--- src/common/eepac_pkg.sv ---
/*
 * eepac_pkg: register map, field positions, reset values, unlock key
 * bytes and write timing for the data eeprom access controller.
 * assumes a 32-bit apb bus with one aligned word per register.
 */
package eepac_pkg;
   // apb byte offsets
   localparam logic [7:0] EEPAC_CTRL_OFS = 8'h00; // eeprom_control
   localparam logic [7:0] EEPAC_UNLOCK_OFS = 8'h04; // eeprom_unlock_port
   localparam logic [7:0] EEPAC_DATA_OFS = 8'h08; // eeprom_data
   localparam logic [7:0] EEPAC_ADDR_OFS = 8'h0c; // eeprom_address
   localparam logic [7:0] EEPAC_FLAG_OFS = 8'h10; // peripheral_flag_reg_2
   // control register fields
   localparam int EEPAC_RD_BIT = 0; // read_start
   localparam int EEPAC_WR_BIT = 1; // write_start
   localparam int EEPAC_PERMIT_BIT = 2; // write_permit
   localparam int EEPAC_ERR_BIT = 3; // write_error_flag
   localparam int EEPAC_FREE_BIT = 4; // row_erase_enable
   localparam int EEPAC_CFG_BIT = 6; // configuration_space_select
   localparam int EEPAC_PGD_BIT = 7; // program_memory_select
   // flag register field
   localparam int EEPAC_DONE_BIT = 4; // write_done_flag
   // unlock key bytes
   localparam logic [7:0] EEPAC_KEY1 = 8'h55;
   localparam logic [7:0] EEPAC_KEY2 = 8'haa;
   // reset values
   localparam logic [7:0] EEPAC_BYTE_RST = 8'h00;
   // self-timed write length in pclk cycles
   localparam int EEPAC_WRITE_CYCLES = 1000;
   localparam int EEPAC_CNT_W = 16;
   // unlock sequence tracker
   typedef enum logic [1:0] {
      EEPAC_LOCKED,
      EEPAC_GOT_KEY1,
      EEPAC_ARMED
   } eepac_unlock_type;
endpackage : eepac_pkg

--- src/verilog/eepac_top.sv ---
/*
 * eepac_top: apb register front end, unlock sequencer, self-timed
 * write engine and 256-byte data array of the eeprom access block.
 * assumes a single 250 mhz pclk, async active-low presetn, a pin-level
 * external reset request and a same-clock watchdog reset request.
 */
// Added by the designer: the APB register port and the register offsets.
`timescale 1ns/10ps
`default_nettype none
module eepac_top #(
   parameter int WRITE_CYCLES = eepac_pkg::EEPAC_WRITE_CYCLES,
   parameter int ADDR_W = 8
) (
   input wire logic pclk,
   input wire logic presetn,
   input wire logic psel,
   input wire logic penable,
   input wire logic pwrite,
   input wire logic [31:0] paddr,
   input wire logic [31:0] pwdata,
   input wire logic [3:0] pstrb,
   output logic [31:0] prdata,
   output logic pready,
   output logic pslverr,
   input wire logic external_reset_pin_n,
   input wire logic watchdog_reset,
   output logic flash_write_pulse,
   output logic flash_row_erase_pulse,
   output logic config_write_pulse,
   output logic nvm_busy
);
   import eepac_pkg::*;

   localparam int DEPTH = 1 << ADDR_W;
   localparam logic [EEPAC_CNT_W-1:0] CNT_LAST =
      EEPAC_CNT_W'(WRITE_CYCLES - 1);

   // storage array, no reset
   logic [7:0] mem [DEPTH];
   // software visible state
   logic [ADDR_W-1:0] addr_q;
   logic [7:0] data_q;
   logic pgd_q, cfg_q, free_q, err_q, permit_q, wr_q, rd_q;
   logic done_q;
   // write engine state
   logic [EEPAC_CNT_W-1:0] cnt_q;
   logic [ADDR_W-1:0] wr_addr_q;
   logic [7:0] wr_data_q;
   logic wr_pgd_q, wr_cfg_q;
   eepac_unlock_type unlock_q;
   // reset request synchroniser
   logic ext_meta_q, ext_sync_q;
   // apb answer flops
   logic [31:0] prdata_q;
   logic pslverr_q;
   logic flash_wr_q, flash_er_q, cfg_wr_q;

   // bus decode
   wire [7:0] ofs = paddr[7:0];
   wire hit_ctrl = ofs == EEPAC_CTRL_OFS;
   wire hit_unlock = ofs == EEPAC_UNLOCK_OFS;
   wire hit_data = ofs == EEPAC_DATA_OFS;
   wire hit_addr = ofs == EEPAC_ADDR_OFS;
   wire hit_flag = ofs == EEPAC_FLAG_OFS;
   wire mapped = (paddr[31:8] == 24'h000000) &
      (hit_ctrl | hit_unlock | hit_data | hit_addr | hit_flag);
   wire setup = psel & ~penable;
   wire acc_wr = psel & penable & pwrite & mapped & pstrb[0];
   wire wr_ctrl = acc_wr & hit_ctrl;
   wire wr_unlock = acc_wr & hit_unlock;
   wire wr_data = acc_wr & hit_data;
   wire wr_addr = acc_wr & hit_addr;
   wire wr_flag = acc_wr & hit_flag;
   wire [7:0] wbyte = pwdata[7:0];

   // core reset request: pin after sync, or watchdog
   wire abort = ~ext_sync_q | watchdog_reset;
   // write engine events
   wire wr_done = wr_q & (cnt_q == CNT_LAST) & ~abort;
   // routing of the access
   wire ee_route = ~pgd_q & ~cfg_q;
   // launch needs armed unlock and a permit set earlier
   wire wr_launch = wr_ctrl & wbyte[EEPAC_WR_BIT] & permit_q & ~wr_q &
      (unlock_q == EEPAC_ARMED) & ~abort;
   // read start refused with program select set
   wire rd_launch = wr_ctrl & wbyte[EEPAC_RD_BIT] &
      ~wbyte[EEPAC_PGD_BIT] & ~abort;
   // array read port
   wire [7:0] mem_rd = mem[addr_q];
   // data value as seen after a pending read lands
   wire [7:0] data_fwd = (rd_q & ee_route) ? mem_rd : data_q;
   wire [7:0] ctrl_rd = {pgd_q, cfg_q, 1'b0, free_q, err_q, permit_q,
      wr_q, rd_q};
   wire [7:0] rd_byte =
      hit_ctrl ? ctrl_rd :
      hit_data ? data_fwd :
      hit_addr ? 8'(addr_q) :
      hit_flag ? 8'(done_q) << EEPAC_DONE_BIT :
      8'h00; // unlock port and others read zero

   assign prdata = prdata_q;
   assign pready = 1'b1;
   assign pslverr = pslverr_q;
   assign flash_write_pulse = flash_wr_q;
   assign flash_row_erase_pulse = flash_er_q;
   assign config_write_pulse = cfg_wr_q;
   assign nvm_busy = wr_q;

   // two-flop sync of the external reset pin
   always_ff @(posedge pclk or negedge presetn) begin
      if (!presetn) begin
         ext_meta_q <= 1'b1;
         ext_sync_q <= 1'b1;
      end else begin
         ext_meta_q <= external_reset_pin_n;
         ext_sync_q <= ext_meta_q;
      end
   end

   // apb read data and error captured in the setup cycle
   always_ff @(posedge pclk or negedge presetn) begin
      if (!presetn) begin
         prdata_q <= 32'h00000000;
         pslverr_q <= 1'b0;
      end else if (setup) begin
         prdata_q <= {24'h000000, rd_byte};
         pslverr_q <= ~mapped;
      end
   end

   // unlock tracker, any other write breaks it
   always_ff @(posedge pclk or negedge presetn) begin
      if (!presetn) begin
         unlock_q <= EEPAC_LOCKED;
      end else if (abort) begin
         unlock_q <= EEPAC_LOCKED;
      end else if (acc_wr) begin
         case (unlock_q)
            EEPAC_LOCKED: begin
               unlock_q <= (wr_unlock && wbyte == EEPAC_KEY1) ?
                  EEPAC_GOT_KEY1 : EEPAC_LOCKED;
            end
            EEPAC_GOT_KEY1: begin
               unlock_q <= (wr_unlock && wbyte == EEPAC_KEY2) ?
                  EEPAC_ARMED : EEPAC_LOCKED;
            end
            default: begin
               unlock_q <= EEPAC_LOCKED; // one write per unlock
            end
         endcase
      end
   end

   // control bits: program and config select, row erase
   always_ff @(posedge pclk or negedge presetn) begin
      if (!presetn) begin
         pgd_q <= 1'b0;
         cfg_q <= 1'b0;
         free_q <= 1'b0;
      end else if (wr_done) begin
         free_q <= 1'b0;
      end else if (wr_ctrl && !abort) begin
         pgd_q <= wbyte[EEPAC_PGD_BIT];
         cfg_q <= wbyte[EEPAC_CFG_BIT];
         free_q <= wbyte[EEPAC_FREE_BIT];
      end
      // abort leaves these untouched
   end

   // write permit and error flag
   always_ff @(posedge pclk or negedge presetn) begin
      if (!presetn) begin
         permit_q <= 1'b0;
         err_q <= 1'b0;
      end else if (abort) begin
         permit_q <= 1'b0;
         err_q <= err_q | wr_q;
      end else if (wr_done) begin
         err_q <= 1'b0;
      end else if (wr_ctrl) begin
         permit_q <= wbyte[EEPAC_PERMIT_BIT];
         err_q <= wbyte[EEPAC_ERR_BIT];
      end
   end

   // start bits: software sets, hardware clears
   always_ff @(posedge pclk or negedge presetn) begin
      if (!presetn) begin
         wr_q <= 1'b0;
         rd_q <= 1'b0;
      end else if (abort) begin
         wr_q <= 1'b0;
         rd_q <= 1'b0;
      end else begin
         wr_q <= wr_launch | (wr_q & ~wr_done);
         rd_q <= rd_launch; // one cycle
      end
   end

   // self-timed write counter and captured target
   always_ff @(posedge pclk or negedge presetn) begin
      if (!presetn) begin
         cnt_q <= '0;
         wr_addr_q <= '0;
         wr_data_q <= EEPAC_BYTE_RST;
         wr_pgd_q <= 1'b0;
         wr_cfg_q <= 1'b0;
      end else if (wr_launch) begin
         cnt_q <= '0;
         wr_addr_q <= addr_q;
         wr_data_q <= data_q;
         wr_pgd_q <= pgd_q;
         wr_cfg_q <= cfg_q;
      end else if (wr_q) begin
         cnt_q <= cnt_q + 1'b1;
      end
   end

   // outward pulses for flash and config targets
   always_ff @(posedge pclk or negedge presetn) begin
      if (!presetn) begin
         flash_wr_q <= 1'b0;
         flash_er_q <= 1'b0;
         cfg_wr_q <= 1'b0;
      end else begin
         flash_wr_q <= wr_launch & pgd_q & ~cfg_q & ~free_q;
         flash_er_q <= wr_launch & pgd_q & ~cfg_q & free_q;
         cfg_wr_q <= wr_launch & cfg_q;
      end
   end

   // array write at end of the erase-then-program cycle
   always_ff @(posedge pclk) begin
      if (wr_done && !wr_pgd_q && !wr_cfg_q) begin
         mem[wr_addr_q] <= wr_data_q;
      end
   end

   // address and data registers
   always_ff @(posedge pclk or negedge presetn) begin
      if (!presetn) begin
         addr_q <= '0;
         data_q <= EEPAC_BYTE_RST;
      end else if (abort) begin
         addr_q <= '0;
         data_q <= EEPAC_BYTE_RST;
      end else begin
         if (wr_addr) begin
            addr_q <= wbyte[ADDR_W-1:0];
         end
         if (rd_q && ee_route) begin
            data_q <= mem_rd;
         end else if (wr_data) begin
            data_q <= wbyte;
         end
      end
   end

   // done flag: hardware set beats software clear
   always_ff @(posedge pclk or negedge presetn) begin
      if (!presetn) begin
         done_q <= 1'b0;
      end else if (wr_done) begin
         done_q <= 1'b1;
      end else if (wr_flag) begin
         done_q <= wbyte[EEPAC_DONE_BIT];
      end
   end
endmodule : eepac_top
`default_nettype wire

--- config.mk ---
export PLATFORM = sky130hd
export DESIGN_NAME = eepac_top
export DESIGN_NICKNAME = d
export VERILOG_FILES = /design/src/common/eepac_pkg.sv /design/src/verilog/eepac_top.sv
export SDC_FILE = /design/constraint.sdc
export NUM_CORES = 2
export LEC_CHECK = 0
export BUFFER_PORTS_ARGS = -buffer_cell sky130_fd_sc_hd__buf_2
export CAP_MARGIN = 30
export CORE_ASPECT_RATIO = 0.6
export CORE_MARGIN = 1
export CORE_UTILIZATION = 55
export CTS_CLUSTER_DIAMETER = 120
export DETAILED_ROUTE_END_ITERATION = 6
export PLACE_DENSITY = 0.71
export SETUP_SLACK_MARGIN = 0.15
export SLEW_MARGIN = 20
export SYNTH_ARGS = -nofsm -noshare
export SYNTH_HDL_FRONTEND = slang
export SYNTH_SLANG_ARGS = --single-unit
--- constraint.sdc ---
create_clock -name pclk -period 4.6 [get_ports pclk]
set_input_delay 0.46 -clock pclk [delete_from_list [all_inputs] [get_ports pclk]]
set_output_delay 0.46 -clock pclk [all_outputs]
set_load 0.01 [all_outputs]
==> metrics.md <==
| Metric | Value |
|---|---|
| Status | finished, violations left |
| Failing checks | design-rule violations |
| Mapped Area | around 83000 um^2 |
| First-iteration detailed-routing DRC count | roughly 7600 |
| Length in cells of the worst reg-to-reg path | 8 |
| Remaining global-route overflow | 0 |
| H-tree depth | 4 |
| # IOs | 113 |
| CP startpoint kind | register |
| Crit. End Element | register |
| Vias in the first global route | 42480 |
| Post-CTS Setup Repair Bufs | 0 |
| Worst-case vdd ir drop | 321.5 uV |
| First-pass GRT wire length | 319.0 mm |
| Num CTS Buffers | approximately 180 |
| Sequential fraction of the synthesis area | approximately 76% |
| Largest fanout on the critical path | 16 |
| Post-DP Area | approximately 88000 um^2 |
| Clock Latency Late Sink | about 0.82 ns |
| Post-DRT Antenna Nets | 0 |
| PortBufs | 60 |
| Seq. cell area | approximately 63000 um^2 |
| DR pass1 iterations | 7 |
| Ys async rst share | under 10% |
| Drt drc | 14 |
| Synth warn | 0 |
| Synth unique cells | 75 |
| Clock slew at reported path FFs | ~0.070 ns |
| Maximum clock rate | 221.0 MHz |
| Setup CP Type | reg2reg |
| Initial Util | between 50% and 60% |
| HP Class | in2async |
| Yosys reg bits | 2122 |
| Worst Hold Slack | roughly 0.11 ns |
| Std-Cell Rows | 110 |
| Slew headroom | between 20 and 25% |
| Nets | around 4500 |
| Layout Cells excl Fill | ~6600 |
| Reg-to-reg startpoint | cnt_q[10]$_DFFE_PN0P_ |
| Post-layout min period | between 4 and 5 ns |
| CP required | between 5 and 6 ns |
| Hpwl dp | 142.8 mm |
| TritonCTS Sinks | ~2100 |
| Root Buffer | clkbuf_16 |
| Reg-to-Reg End | mem[116][6]$_DFFE_PP_ |
| Gpl congestion | ~0.96 |
| Worst clock skew | 0.03175 ns |
| Setup WS post-layout | 0.07527 ns |
| Final hold vios | 0 |
| Share of layout cells above drive strength 1 | between 20% and 30% |
| DR vias/cell | 6.750 |
| DIE AREA | 153200 um^2 |
| Antenna violations before repair | 12 |
| CP arrival | approximately 4.9 ns |
| Die H | roughly 300 um |
| Synth Instances | about 4100 |
| Fillers | just over 10000 |
| Reg2Reg Setup Slack | approximately 0.075 ns |
| CTS Buffer Depth | 3 |
| Util after Layout | 62.10% |
| Period utilisation layout | a little under 100% |
| Post-Place Cells | approximately 6200 |
| Top_reg_cell synth | edfxtp_1 |
| Area of the multi-input gates | between 15000 and 20000 um^2 |
| Total number of vias | ~44000 |
| Final WL | about 230 mm |
| PD cells | between 300 and 400 nW/um^2 |
| RSZ-0062 raised after global routing | yes |
| Synthesized area per cell | approximately 20 um^2 |
| Layout area overhead | 11.91% |
| Overall routing resource usage | approximately 30% |
| Leak pwr | approximately 0.034 uW |
| Place WS | -0.05740 ns |
| Design Area, Final | around 93000 um^2 |
| MaxCap Viol Count | 0 |
| Final Max Tran Viols | 0 |
| Core Region | about 150000 um^2 |
| Worst-Margin Slew | 1.164 ns |
| Final setup vio count | 0 |
| WL per Instance | roughly 34 um |
| Die width | 504.7 um |
| CTS tree | yes |
| Largest net degree at the start of global routing | around 150 |
| Post-synth EDFFs | approximately 2000 |
==> logic make-up after synthesis <==
family	share of synthesized area [%]
flip-flops	75.97
multiplexers	15.86
AND/OR/NAND/NOR	3.523
AO/OA/AOI/OAI	2.581
buffers and inverters	1.883
XOR/XNOR	0.1575
other	0.009005
adder cells (fa/ha/maj)	0.01500
==> cell usage after synthesis, drive strengths merged, types with 11 or more instances <==
cell	instances	area, um^2
o221ai	19	166.4
a31oi	26	162.7
mux4	487	11010
nor2b	22	137.6
nand3	51	255.2
a211oi	14	105.1
a221oi	18	157.7
a21oi	31	155.2
mux2i	151	1511
nor4	29	181.4
nand2	127	476.7
edfxtp	2048	61500
dfrtp	72	1802
clkbuf	102	382.9
a22o	13	113.9
nor2	340	1276
o21ai	52	260.3
o22ai	49	306.5
mux2	63	709.4
a22oi	41	307.8
buf	157	1142
nor3	27	140.1
nand4	13	81.33
inv	11	41.29
nand2b	20	125.1
==> where the power goes <==
part	internal [uW]	leakage (uW)	switching [uW]
clock	7660	0.00266	6970
combinational	33.4	0.00664	59.0
sequential	20900	0.0247	4.11
==> critical path, cell delays in order, from the launching register on <==
cell	delay (ns)
dfrtp_1	0.44
or4_1	0.57
nor4_1	0.33
buf_2	0.25
buf_4	0.14
nand3_1	0.11
nor3_2	0.61
nand3_1	0.74
nor2_1	0.93
==> cell type report <==
type                    count  share of cell area [%]
clock buffers             222                   5.018
multi-input cells        1714                   19.97
diodes                      8                 0.02145
well taps                2016                   2.703
clock inverters            93                  0.8392
inverters                  12                 0.05094
flip-flops and latches   2122                   67.93
repair buffers            376                   3.464
==> routing by layer <==
layer / part of all wire [%] / vias up / routed length, um / global-route usage [%]
met5: 0.14 / - / 305 / 1.173
met4: 3.1 / 8 / 7008 / 8.943
met3: 17 / 466 / 38160 / 12.74
met2: 41 / 3354 / 92270 / 38.85
met1: 39 / 23060 / 88170 / 44.75
li1: - / 17420 / - / -
==> state kept, by name, indices dropped and copies added (netlist names), 2 cells and up <==
signal,flops
unlock_q,2
wr_addr_q,8
wr_data_q,8
mem,2048
cnt_q,16
prdata,8
data_q,8
addr_q,8
==> stage by stage <==
stage	power [uW]	TNS, ns
2_1_floorplan	21320	0
3_3_place_gp	21360	-381.84
3_5_place_dp	21360	-1.105
4_1_cts	35620	0
5_1_grt	36340	0
6_report	35570	0
==> what timing repair did <==
item,4_1_cts,5_1_grt
hold buffers,11,0
resized for setup,5,1
endpoints found under the hold margin,94,0
setup endpoints to repair,217,114
==> how the worst max path moves through the flow <==
| stage | cells after the start | to | from | slack, ns |
|---|---|---|---|---|
| after global routing | 8 | mem[125][3]$_DFFE_PP_ | cnt_q[10]$_DFFE_PN0P_ | 0.03 |
| after CTS | 8 | mem[125][3]$_DFFE_PP_ | cnt_q[10]$_DFFE_PN0P_ | 0.35 |
| after global placement | 7 | mem[25][2]$_DFFE_PP_ | cnt_q[10]$_DFFE_PN0P_ | -0.59 |
| after detailed placement | 8 | mem[120][7]$_DFFE_PP_ | cnt_q[10]$_DFFE_PN0P_ | -0.06 |
| after floorplan | 0 | mem[0][0]$_DFFE_PP_ | wr_data_q[0]$_DFFE_PN0P_ | 0.62 |
| final | 8 | mem[116][6]$_DFFE_PP_ | cnt_q[10]$_DFFE_PN0P_ | 0.08 |
==> placed cells by master, fill, tap and decap left out, types with 28 or more instances in the layout <==
master     instances
nor2_1           333
mux2i_1          151
nor4_1            29
a22oi_1           41
edfxtp_1        2048
mux4_2           476
buf_12            38
mux2_2            63
dfrtp_1           60
clkinv_1          42
nand2_1          127
buf_4            263
nand3_1           45
a21oi_1           31
o21ai_0           50
clkbuf_16        181
clkbuf_1          41
buf_2             60
clkinv_2          28
o22ai_1           49
Power figures use the tool's default switching activity.
